==> src/core/pcs_cfg.svh <==
/*
  Constants of the program counter, return stack and indirect addressing block.
  Assumes one core clock, APB register access, and decode logic on the same clock.
*/
`ifndef PCS_CFG_SVH
`define PCS_CFG_SVH

// ----------------------------------------
// widths
// ----------------------------------------
`define PCS_PC_W      13
`define PCS_LATCH_W   5
`define PCS_TGT_W     11
`define PCS_SP_W      3
`define PCS_DEPTH     8
`define PCS_DADDR_W   9
`define PCS_BYTE_W    8
`define PCS_ADDR_W    12
`define PCS_DATA_W    32

// ----------------------------------------
// register offsets (byte addresses)
// ----------------------------------------
`define PCS_OFF_PORT   12'h000
`define PCS_OFF_LOW    12'h008
`define PCS_OFF_STAT   12'h00c
`define PCS_OFF_PTR    12'h010
`define PCS_OFF_LATCH  12'h028

// ----------------------------------------
// fields and values
// ----------------------------------------
`define PCS_PAGE_BIT  3
`define PCS_PAGE_TOP  4
`define PCS_BANK_BIT  7
`define PCS_PC_RST    13'h0000
`define PCS_PC_INC    13'h0001
`define PCS_IRQ_VEC   13'h0004
`define PCS_BYTE_ZERO 8'h00
`define PCS_WORD_ZERO 32'h0000_0000
`define PCS_PAD_ZERO  24'h00_0000
`define PCS_LATCH_RST 5'h00
`define PCS_SP_RST    3'h0
`define PCS_SP_ONE    3'h1

`endif

==> src/core/pcs_pkg.sv <==
/*
  Types shared by the block: commands from decode, data-memory request, APB states.
  Assumes the constants header is on the include path.
*/
`include "pcs_cfg.svh"

package pcs_pkg;

    typedef enum logic [6:0] {
        PCS_OP_STEP   = 7'h01,
        PCS_OP_GOTO   = 7'h02,
        PCS_OP_CALL   = 7'h04,
        PCS_OP_RET    = 7'h08,
        PCS_OP_RETLIT = 7'h10,
        PCS_OP_RETINT = 7'h20,
        PCS_OP_IRQ    = 7'h40
    } pcs_op_type;

    typedef struct packed {
        logic                     valid;
        pcs_op_type               op;
        logic [`PCS_TGT_W-1:0]    target;
    } pcs_cmd_type;

    typedef struct packed {
        logic                     rd;
        logic                     wr;
        logic [`PCS_DADDR_W-1:0]  addr;
        logic [`PCS_BYTE_W-1:0]   wdata;
    } pcs_dmem_type;

    typedef enum logic [2:0] {
        PCS_ST_IDLE = 3'b001,
        PCS_ST_MEM  = 3'b010,
        PCS_ST_DONE = 3'b100
    } pcs_state_type;

endpackage

==> src/core/pcs_core.sv <==
/*
  Program counter, return stack, page select and indirect data path, with APB access
  to the counter low byte, high latch, pointer, bank bit and indirect port.
  Assumes decode issues at most one command a cycle on pclk and that data memory
  answers a read combinationally while its read strobe is high.
*/
// The placing of the registers and the APB register port were left to the implementer.
`timescale 1ns/100ps
`include "pcs_cfg.svh"

module pcs_core
    import pcs_pkg::*;
(
    input  wire logic                     pclk,
    input  wire logic                     presetn,
    input  wire logic                     psel,
    input  wire logic                     penable,
    input  wire logic                     pwrite,
    input  wire logic [`PCS_ADDR_W-1:0]   paddr,
    input  wire logic [`PCS_DATA_W-1:0]   pwdata,
    output logic      [`PCS_DATA_W-1:0]   prdata,
    output logic                          pready,
    output logic                          pslverr,
    input  wire pcs_cmd_type              cmd,
    input  wire logic [`PCS_BYTE_W-1:0]   dmem_rdata,
    output pcs_dmem_type                  dmem_req,
    output logic      [`PCS_PC_W-1:0]     pc_out
);

    // ----------------------------------------
    // state
    // ----------------------------------------
    pcs_state_type                st_reg;
    pcs_state_type                st_next;
    logic [`PCS_PC_W-1:0]         pc_reg;
    logic [`PCS_PC_W-1:0]         pc_next;
    logic [`PCS_LATCH_W-1:0]      latch_reg;
    logic [`PCS_BYTE_W-1:0]       ptr_reg;
    logic                         bank_reg;
    logic [`PCS_DATA_W-1:0]       prdata_reg;
    logic [`PCS_DATA_W-1:0]       prdata_next;
    logic                         pready_reg;
    logic                         pready_next;
    logic                         pslverr_reg;
    logic                         pslverr_next;
    pcs_dmem_type                 dmem_reg;
    pcs_dmem_type                 dmem_next;

    // ----------------------------------------
    // address decode
    // ----------------------------------------
    wire access    = psel & penable;
    wire sel_port  = (paddr == `PCS_OFF_PORT);
    wire sel_low   = (paddr == `PCS_OFF_LOW);
    wire sel_stat  = (paddr == `PCS_OFF_STAT);
    wire sel_ptr   = (paddr == `PCS_OFF_PTR);
    wire sel_latch = (paddr == `PCS_OFF_LATCH);
    wire mapped    = sel_port | sel_low | sel_stat | sel_ptr | sel_latch;

    // a write lands only at the edge where the master sees pready high
    wire commit    = access & pready_reg;
    wire wr_commit = commit & pwrite;

    wire low_wr    = wr_commit & sel_low;
    wire latch_wr  = wr_commit & sel_latch;
    wire ptr_wr    = wr_commit & sel_ptr;
    wire stat_wr   = wr_commit & sel_stat;

    // ----------------------------------------
    // indirect path
    // ----------------------------------------
    wire                     ind_self = (ptr_reg == `PCS_BYTE_ZERO);
    wire [`PCS_DADDR_W-1:0]  ind_addr = {bank_reg, ptr_reg};
    wire ind_rd_start = (st_reg == PCS_ST_IDLE) & access & ~pwrite
                        & sel_port & ~ind_self;
    wire ind_wr       = wr_commit & sel_port & ~ind_self;

    // ----------------------------------------
    // read mux
    // ----------------------------------------
    // the upper counter bits have no read path at all
    wire [`PCS_BYTE_W-1:0] rd_byte =
        sel_low   ? pc_reg[`PCS_BYTE_W-1:0] :
        sel_ptr   ? ptr_reg :
        sel_latch ? {3'h0, latch_reg} :
        sel_stat  ? {bank_reg, 7'h00} :
        `PCS_BYTE_ZERO;
    wire [`PCS_DATA_W-1:0] rd_word = {`PCS_PAD_ZERO, rd_byte};

    // ----------------------------------------
    // apb handshake
    // ----------------------------------------
    always_comb begin
        st_next      = st_reg;
        pready_next  = 1'b0;
        prdata_next  = prdata_reg;
        pslverr_next = 1'b0;
        case (st_reg)
            PCS_ST_IDLE: begin
                if (ind_rd_start) begin
                    st_next = PCS_ST_MEM;
                end else if (access) begin
                    st_next      = PCS_ST_DONE;
                    pready_next  = 1'b1;
                    prdata_next  = pwrite ? `PCS_WORD_ZERO : rd_word;
                    pslverr_next = ~mapped;
                end
            end
            PCS_ST_MEM: begin
                st_next     = PCS_ST_DONE;
                pready_next = 1'b1;
                prdata_next = {`PCS_PAD_ZERO, dmem_rdata};
            end
            PCS_ST_DONE: begin
                st_next = PCS_ST_IDLE;
            end
            default: begin
                st_next = PCS_ST_IDLE;
            end
        endcase
    end

    always_ff @(posedge pclk or negedge presetn) begin
        if (!presetn) begin
            st_reg      <= PCS_ST_IDLE;
            pready_reg  <= 1'b0;
            prdata_reg  <= `PCS_WORD_ZERO;
            pslverr_reg <= 1'b0;
        end else begin
            st_reg      <= st_next;
            pready_reg  <= pready_next;
            prdata_reg  <= prdata_next;
            pslverr_reg <= pslverr_next;
        end
    end

    // ----------------------------------------
    // data memory request
    // ----------------------------------------
    // strobes last one cycle; a port-to-itself access never reaches memory
    always_comb begin
        dmem_next       = dmem_reg;
        dmem_next.rd    = ind_rd_start;
        dmem_next.wr    = ind_wr;
        if (ind_rd_start || ind_wr) begin
            dmem_next.addr  = ind_addr;
            dmem_next.wdata = pwdata[`PCS_BYTE_W-1:0];
        end
    end

    always_ff @(posedge pclk or negedge presetn) begin
        if (!presetn) begin
            dmem_reg <= '0;
        end else begin
            dmem_reg <= dmem_next;
        end
    end

    // ----------------------------------------
    // software registers
    // ----------------------------------------
    // only software writes the latch; calls, returns and interrupts leave it
    always_ff @(posedge pclk or negedge presetn) begin
        if (!presetn) begin
            latch_reg <= `PCS_LATCH_RST;
        end else if (latch_wr) begin
            latch_reg <= pwdata[`PCS_LATCH_W-1:0];
        end
    end

    always_ff @(posedge pclk or negedge presetn) begin
        if (!presetn) begin
            ptr_reg  <= `PCS_BYTE_ZERO;
            bank_reg <= 1'b0;
        end else begin
            if (ptr_wr) begin
                ptr_reg <= pwdata[`PCS_BYTE_W-1:0];
            end
            if (stat_wr) begin
                bank_reg <= pwdata[`PCS_BANK_BIT];
            end
        end
    end

    // ----------------------------------------
    // stack control
    // ----------------------------------------
    wire cmd_ok  = cmd.valid & ~low_wr;
    wire is_call = cmd_ok & (cmd.op == PCS_OP_CALL);
    wire is_irq  = cmd_ok & (cmd.op == PCS_OP_IRQ);
    wire is_goto = cmd_ok & (cmd.op == PCS_OP_GOTO);
    wire is_step = cmd_ok & (cmd.op == PCS_OP_STEP);
    wire is_ret  = cmd_ok & ((cmd.op == PCS_OP_RET) |
                   (cmd.op == PCS_OP_RETLIT) | (cmd.op == PCS_OP_RETINT));
    wire push    = is_call | is_irq;
    wire pop     = is_ret;

    wire [`PCS_PC_W-1:0] pc_inc   = pc_reg + `PCS_PC_INC;
    wire [`PCS_PC_W-1:0] push_val = is_irq ? pc_reg : pc_inc;
    wire [`PCS_PC_W-1:0] stk_top;

    // page bits above the 11-bit target come from the latch
    wire [`PCS_PC_W-1:0] abs_tgt  = {latch_reg[`PCS_PAGE_TOP],
                                     latch_reg[`PCS_PAGE_BIT],
                                     cmd.target};
    wire [`PCS_PC_W-1:0] low_tgt  = {latch_reg,
                                     pwdata[`PCS_BYTE_W-1:0]};

    pcs_stack u_stack (
        .pclk    (pclk),
        .presetn (presetn),
        .push    (push),
        .pop     (pop),
        .din     (push_val),
        .top     (stk_top)
    );

    // ----------------------------------------
    // program counter
    // ----------------------------------------
    // a low byte write beats any decode command in the same cycle
    always_comb begin
        pc_next = pc_reg;
        if (low_wr) begin
            pc_next = low_tgt;
        end else if (is_step) begin
            pc_next = pc_inc;
        end else if (is_goto || is_call) begin
            pc_next = abs_tgt;
        end else if (is_irq) begin
            pc_next = `PCS_IRQ_VEC;
        end else if (is_ret) begin
            pc_next = stk_top;
        end
    end

    always_ff @(posedge pclk or negedge presetn) begin
        if (!presetn) begin
            pc_reg <= `PCS_PC_RST;
        end else begin
            pc_reg <= pc_next;
        end
    end

    // ----------------------------------------
    // outputs
    // ----------------------------------------
    assign prdata   = prdata_reg;
    assign pready   = pready_reg;
    assign pslverr  = pslverr_reg;
    assign dmem_req = dmem_reg;
    assign pc_out   = pc_reg;
endmodule // pcs_core

==> src/core/pcs_stack.sv <==
/*
  Eight-entry circular return-address stack in flip-flops.
  Assumes push and pop never arrive in the same cycle.
*/
`timescale 1ns/100ps
`include "pcs_cfg.svh"

module pcs_stack
    import pcs_pkg::*;
(
    input  wire logic                   pclk,
    input  wire logic                   presetn,
    input  wire logic                   push,
    input  wire logic                   pop,
    input  wire logic [`PCS_PC_W-1:0]   din,
    output logic      [`PCS_PC_W-1:0]   top
);

    // ----------------------------------------
    // pointer
    // ----------------------------------------
    // no overflow or underflow flag: the count simply wraps
    logic [`PCS_SP_W-1:0] sp_reg;
    logic [`PCS_SP_W-1:0] sp_next;
    logic [`PCS_SP_W-1:0] sp_top;
    logic [`PCS_PC_W-1:0] mem_reg [`PCS_DEPTH];

    assign sp_next = push ? sp_reg + `PCS_SP_ONE :
                     pop  ? sp_reg - `PCS_SP_ONE : sp_reg;
    assign sp_top  = sp_reg - `PCS_SP_ONE;
    assign top     = mem_reg[sp_top];

    always_ff @(posedge pclk or negedge presetn) begin
        if (!presetn) begin
            sp_reg <= `PCS_SP_RST;
        end else begin
            sp_reg <= sp_next;
        end
    end

    // ----------------------------------------
    // entries
    // ----------------------------------------
    genvar gi;
    generate
        for (gi = 0; gi < `PCS_DEPTH; gi++) begin : g_ent
            always_ff @(posedge pclk or negedge presetn) begin
                if (!presetn) begin
                    mem_reg[gi] <= `PCS_PC_RST;
                end else if (push && sp_reg == `PCS_SP_W'(gi)) begin
                    mem_reg[gi] <= din;
                end
            end
        end
    endgenerate
endmodule // pcs_stack

==> config.mk <==
export PLATFORM = sky130hd
export DESIGN_NAME = pcs_core
export DESIGN_NICKNAME = d
export VERILOG_FILES = /design/src/core/pcs_pkg.sv /design/src/core/pcs_core.sv /design/src/core/pcs_stack.sv
export VERILOG_INCLUDE_DIRS = /design/src /design/src/core
export SDC_FILE = /design/constraint.sdc
export NUM_CORES = 1
export LEC_CHECK = 0
export BUFFER_PORTS_ARGS = -buffer_cell sky130_fd_sc_hd__buf_2
export CAP_MARGIN = 20
export CORE_AREA = 3 3 135 137
export CTS_CLUSTER_DIAMETER = 150
export DETAILED_ROUTE_END_ITERATION = 12
export DIE_AREA = 0 0 138 140
export PLACE_DENSITY_LB_ADDON = 0.12
export SYNTH_ARGS = -nofsm -noshare
export SYNTH_HDL_FRONTEND = slang
export SYNTH_SLANG_ARGS = --single-unit
==> constraint.sdc <==
create_clock -name pclk -period 3 [get_ports pclk]
set_clock_uncertainty 0.1 [all_clocks]
set_input_delay 0.6 -clock pclk [delete_from_list [all_inputs] [get_ports pclk]]
set_output_delay 0.6 -clock pclk [all_outputs]
set_load 0.1 [all_outputs]
==> results.md <==
- The flip-flop count of the largest register, all copies and words added is ~100.
- At the end of routability-driven placement, the weighted congestion stood at 0.859.
- STA classifies the critical path endpoint as a flop.
- The count of inserted antenna diode cells is 0.
- The worst register-to-register path ends at pc_out[11]$_DFFE_PN0P_.
- Before antenna repair, the detailed router went through 6 iterations.
- The average wire per standard cell is 18.4 um.
- The maximum net fanout on the critical path is 8.
- In the routed design, unresolved DRC markers number 0.
- The setup slack of the worst register-to-register path is around 230 ps.
- The remaining global-route overflow is 0.
- The worst relative slew slack is 52.3%.
- The clock tree root driver cell is sky130_fd_sc_hd__clkbuf_16.
- In the synthesized netlist the dominant register cell turns out to be sky130_fd_sc_hd__dfrtp_1.
- sky130_fd_sc_hd__nand2_1 is the most common cell in the netlist.
- The number of primary I/O pins is ~140.
- The clock edge transition at the registers on the reported setup and hold paths is 70 ps.
- TritonCTS built the clock tree.
- The wire length of the first global-routing pass is 37.5 mm.
- The clock reaches the later pin of the worst-skew pair after 420 ps.
- The placed wire-length estimate after detailed placement is 16.4 mm.
- Dividing the final minimum period by the clock period gives between 90% and 100%.
- The die extent in x is 138 um.
- Entering global routing, the biggest net connects 66 pins.
- The clock tree synthesis step divided the H-tree into 4 levels.
- Setup repair after global routing left no endpoint under its margin.
- The area taken by flip-flops and latches is 4160 um2.
- At the worst endpoint, the arrival time is 2970 ps.
- The maximum clock path buffer count is 2.
- The floorplan has 48 rows.
- The y dimension of the die is 140 um.
- Setup violations remaining at the end of the flow were counted as 0.
- Counting flops with a built-in enable in the synthesized netlist gives 0.
- The fraction of post-synthesis cell area in the top cell type by area is 47.7%.
- The post-synthesis area per instance is 9.68 um2.
- The final layout contains between 1000 and 1500 nets.
- The number of endpoints with negative hold slack in the final report is 0.
- The floorplan step defined a core boundary enclosing 17200 um2.
- The residual antenna-violating net count after detailed routing is 0.
- The post-synthesis register bit count is 166.
- The number of global-route vias before repair is between 6000 and 7000.
- During placement, the flow inserted port buffers numbering 93.
- Traced cell by cell, the critical path runs through inv_1, ha_1, xor2_4, mux4_2, mux2_2, a22o_1, a21oi_1, o31ai_1.
- The TritonCTS buffer count is 17.
- The leakage power is ~4.8 nW.
- The run finished with clean final reports.
- The setup path with the least slack is of type reg2reg.
- The die covers 19300 um2.
- Measured in cells, the most critical reg-to-reg path has a length of 8.
- The category of cells accounting for the largest share of critical-path delay is multiplexers.
- The post-layout total power is 6.91 mW.
- The initial utilization of the core area, before any placement, comes to 50.4%.
- The startpoint identified for the worst register-to-register timing path is u_stack.sp_reg[1]$_DFFE_PN0P_.
- STA classifies the critical path startpoint as a flop.
- The number of buffers and inverters on the critical path is 1.
- Measured on the finished design, the core utilization comes to 60.4%.
- The total standard cell area after synthesis is 8650 um2.
- The number of distinct standard cells referenced by the synthesized netlist is 67.
- The footprint of the multi-input gates is 4160 um2.
- The violation count after the first detailed-routing iteration is 586.
- From synthesis to final layout, the design area changed by 20.0%.
- The number of warning messages in the yosys log is 0.
- The sink count of the clock tree is 166.
- The initial antenna violation count is 0.
- The routed design could run at a clock period as short as 2770 ps.
- In the synthesized netlist, the cells that appear most often are 183 x sky130_fd_sc_hd__nand2_1, 165 x sky130_fd_sc_hd__dfrtp_1, 121 x sky130_fd_sc_hd__o21ai_0.
- The number of vias per cell after detailed routing is between 5 and 6.
- For this block, the via count after detailed routing is just over 7000.
- The maximum VDD drop is 0.661 mV.
- Power spread over the standard cell area amounts to 665 nW/um2.
- Synthesis handed over a netlist of 894 instances.
- The biggest area contributor in the post-synthesis netlist is sky130_fd_sc_hd__dfrtp_1.
- Global routing used 24.3% of the available tracks across all layers.
- After filler insertion, the fill cell instance count of the layout stands at 1504.
- Ranked by total cell area, the synthesized netlist is headed by sky130_fd_sc_hd__dfrtp_1 48%, sky130_fd_sc_hd__nand2_1 7.9%, sky130_fd_sc_hd__o21ai_0 7.0%.
- The transition time of the tightest slew-check pin is 709 ps.
- Of the synthesized area, sequential elements account for 48.0%.
- Derived from the worst setup path, the maximum achievable clock frequency is 361 MHz.
- The proportion of layout cells with a drive suffix above 1 is 24.8%.
- For this block, the routed nets add up to approximately 23 mm of wire.
- The required time at the worst-slack endpoint is between 3000 and 4000 ps.
- The class of the tightest hold or removal check is in2async.
- The number of pins with negative max-slew slack in the final report is 0.
- The tool flagged a number of max-cap violations equal to 0.
- The share of async-settable or async-resettable flops after synthesis is 100%.
- The delay contributed by the slowest stage of the critical path is 550 ps.
- The worst-path cell with the longest stage delay is sky130_fd_sc_hd__mux4_2.
power by group:
group	total, mW	switching, mW	internal [mW]
combinational	2.08	1.41	0.668
sequential	2.55	0.191	2.36
clock	2.28	0.976	1.30
total	6.91	2.58	4.33
metal layers:
metal	part of all wire, %	vias up	wire (um)	track usage, %
met3	6.7	24	1560	5.02
met5	0	-	0	0
met4	1.5	0	353	5.77
met2	45	251	10300	36.7
li1	-	3389	-	-
met1	47	3455	10900	36.4
per-stage QoR:
step                      cell area (um2)  setup WS (ps)  instances  hold WS, ps  setup TNS, ps
after floorplan                      8760           28.9        917          204              0
after global placement               9730          -54.9       1220          357           -368
after detailed placement             9730          -64.9       1220          366           -379
after CTS                           10300            116       1252         96.6              0
after global routing                10400           59.1       1256          126              0
final                               10400            232       1256         81.2              0
kinds of logic (layout without fill, tap and decap cells):
family,Yosys count,count (layout),synth area share (%)
compound gates,229,229,15.7
xor+xnor,24,24,3.12
fa+ha+maj,8,8,1.16
buf+inv,87,201,5.11
flops,166,166,48.0
mux,67,67,10.4
other cells,1,24,0.0433
simple gates,312,312,16.5
layout by cell type, fill, tap and decap left out, drive strengths merged, types with 6 or more instances in the layout:
master,netlist,layout
conb,1,24
nand3,22,22
nor2,43,43
xor2,8,8
inv,14,19
nor2b,6,6
a21oi,38,38
mux4,15,15
nor4,7,7
o22a,6,6
mux2i,19,19
dfrtp,165,165
a32oi,8,8
xnor2,16,16
ha,8,8
mux2,33,33
nor3,12,12
clkbuf,34,19
buf,39,155
o21ai,129,129
nand4,6,6
nand2,183,183
worst max path at each step:
stage                                  startpoint                         endpoint  slack, ps  cells past startpoint
global placement                          cmd[14]  u_stack.mem_reg[87]$_DFFE_PN0P_        -50                      8
finish              u_stack.sp_reg[1]$_DFFE_PN0P_           pc_out[11]$_DFFE_PN0P_        230                      8
CTS                 u_stack.sp_reg[1]$_DFFE_PN0P_           pc_out[11]$_DFFE_PN0P_        120                      9
detailed placement                        cmd[14]  u_stack.mem_reg[87]$_DFFE_PN0P_        -60                      8
global route        u_stack.sp_reg[1]$_DFFE_PN0P_           pc_out[12]$_DFFE_PN0P_         60                     10
floorplan           u_stack.sp_reg[0]$_DFFE_PN0P_            pc_out[9]$_DFFE_PN0P_         30                     10
area by class of cell:
type / instances / share of cell area, %
repair buffers: 155 / 10.7
flip-flops and latches: 166 / 40.0
inverters: 14 / 0.506
clock buffers: 19 / 4.36
multi-input cells: 664 / 40.1
well taps: 225 / 2.71
clock inverters: 13 / 1.59
worst reg2reg max path, delay by kind of cell (launching register included):
kind                       cells  cell delay [ps]
muxes                          2              860
AOI/OAI and AO/OA              3              480
DFF                            1              450
xor gates and xnor gates       1              360
adders and majority gates      1              310
buffers and inverters          1              100
what timing repair did:
action                                 in CTS  in global routing
hold buffers                                0                  0
endpoints found under the hold margin       0                  0
buffers inserted                            0                  4
setup endpoints to repair                   0                  3
resized for setup                           0                  1
No activity file was read; power rests on OpenSTA's default activity.
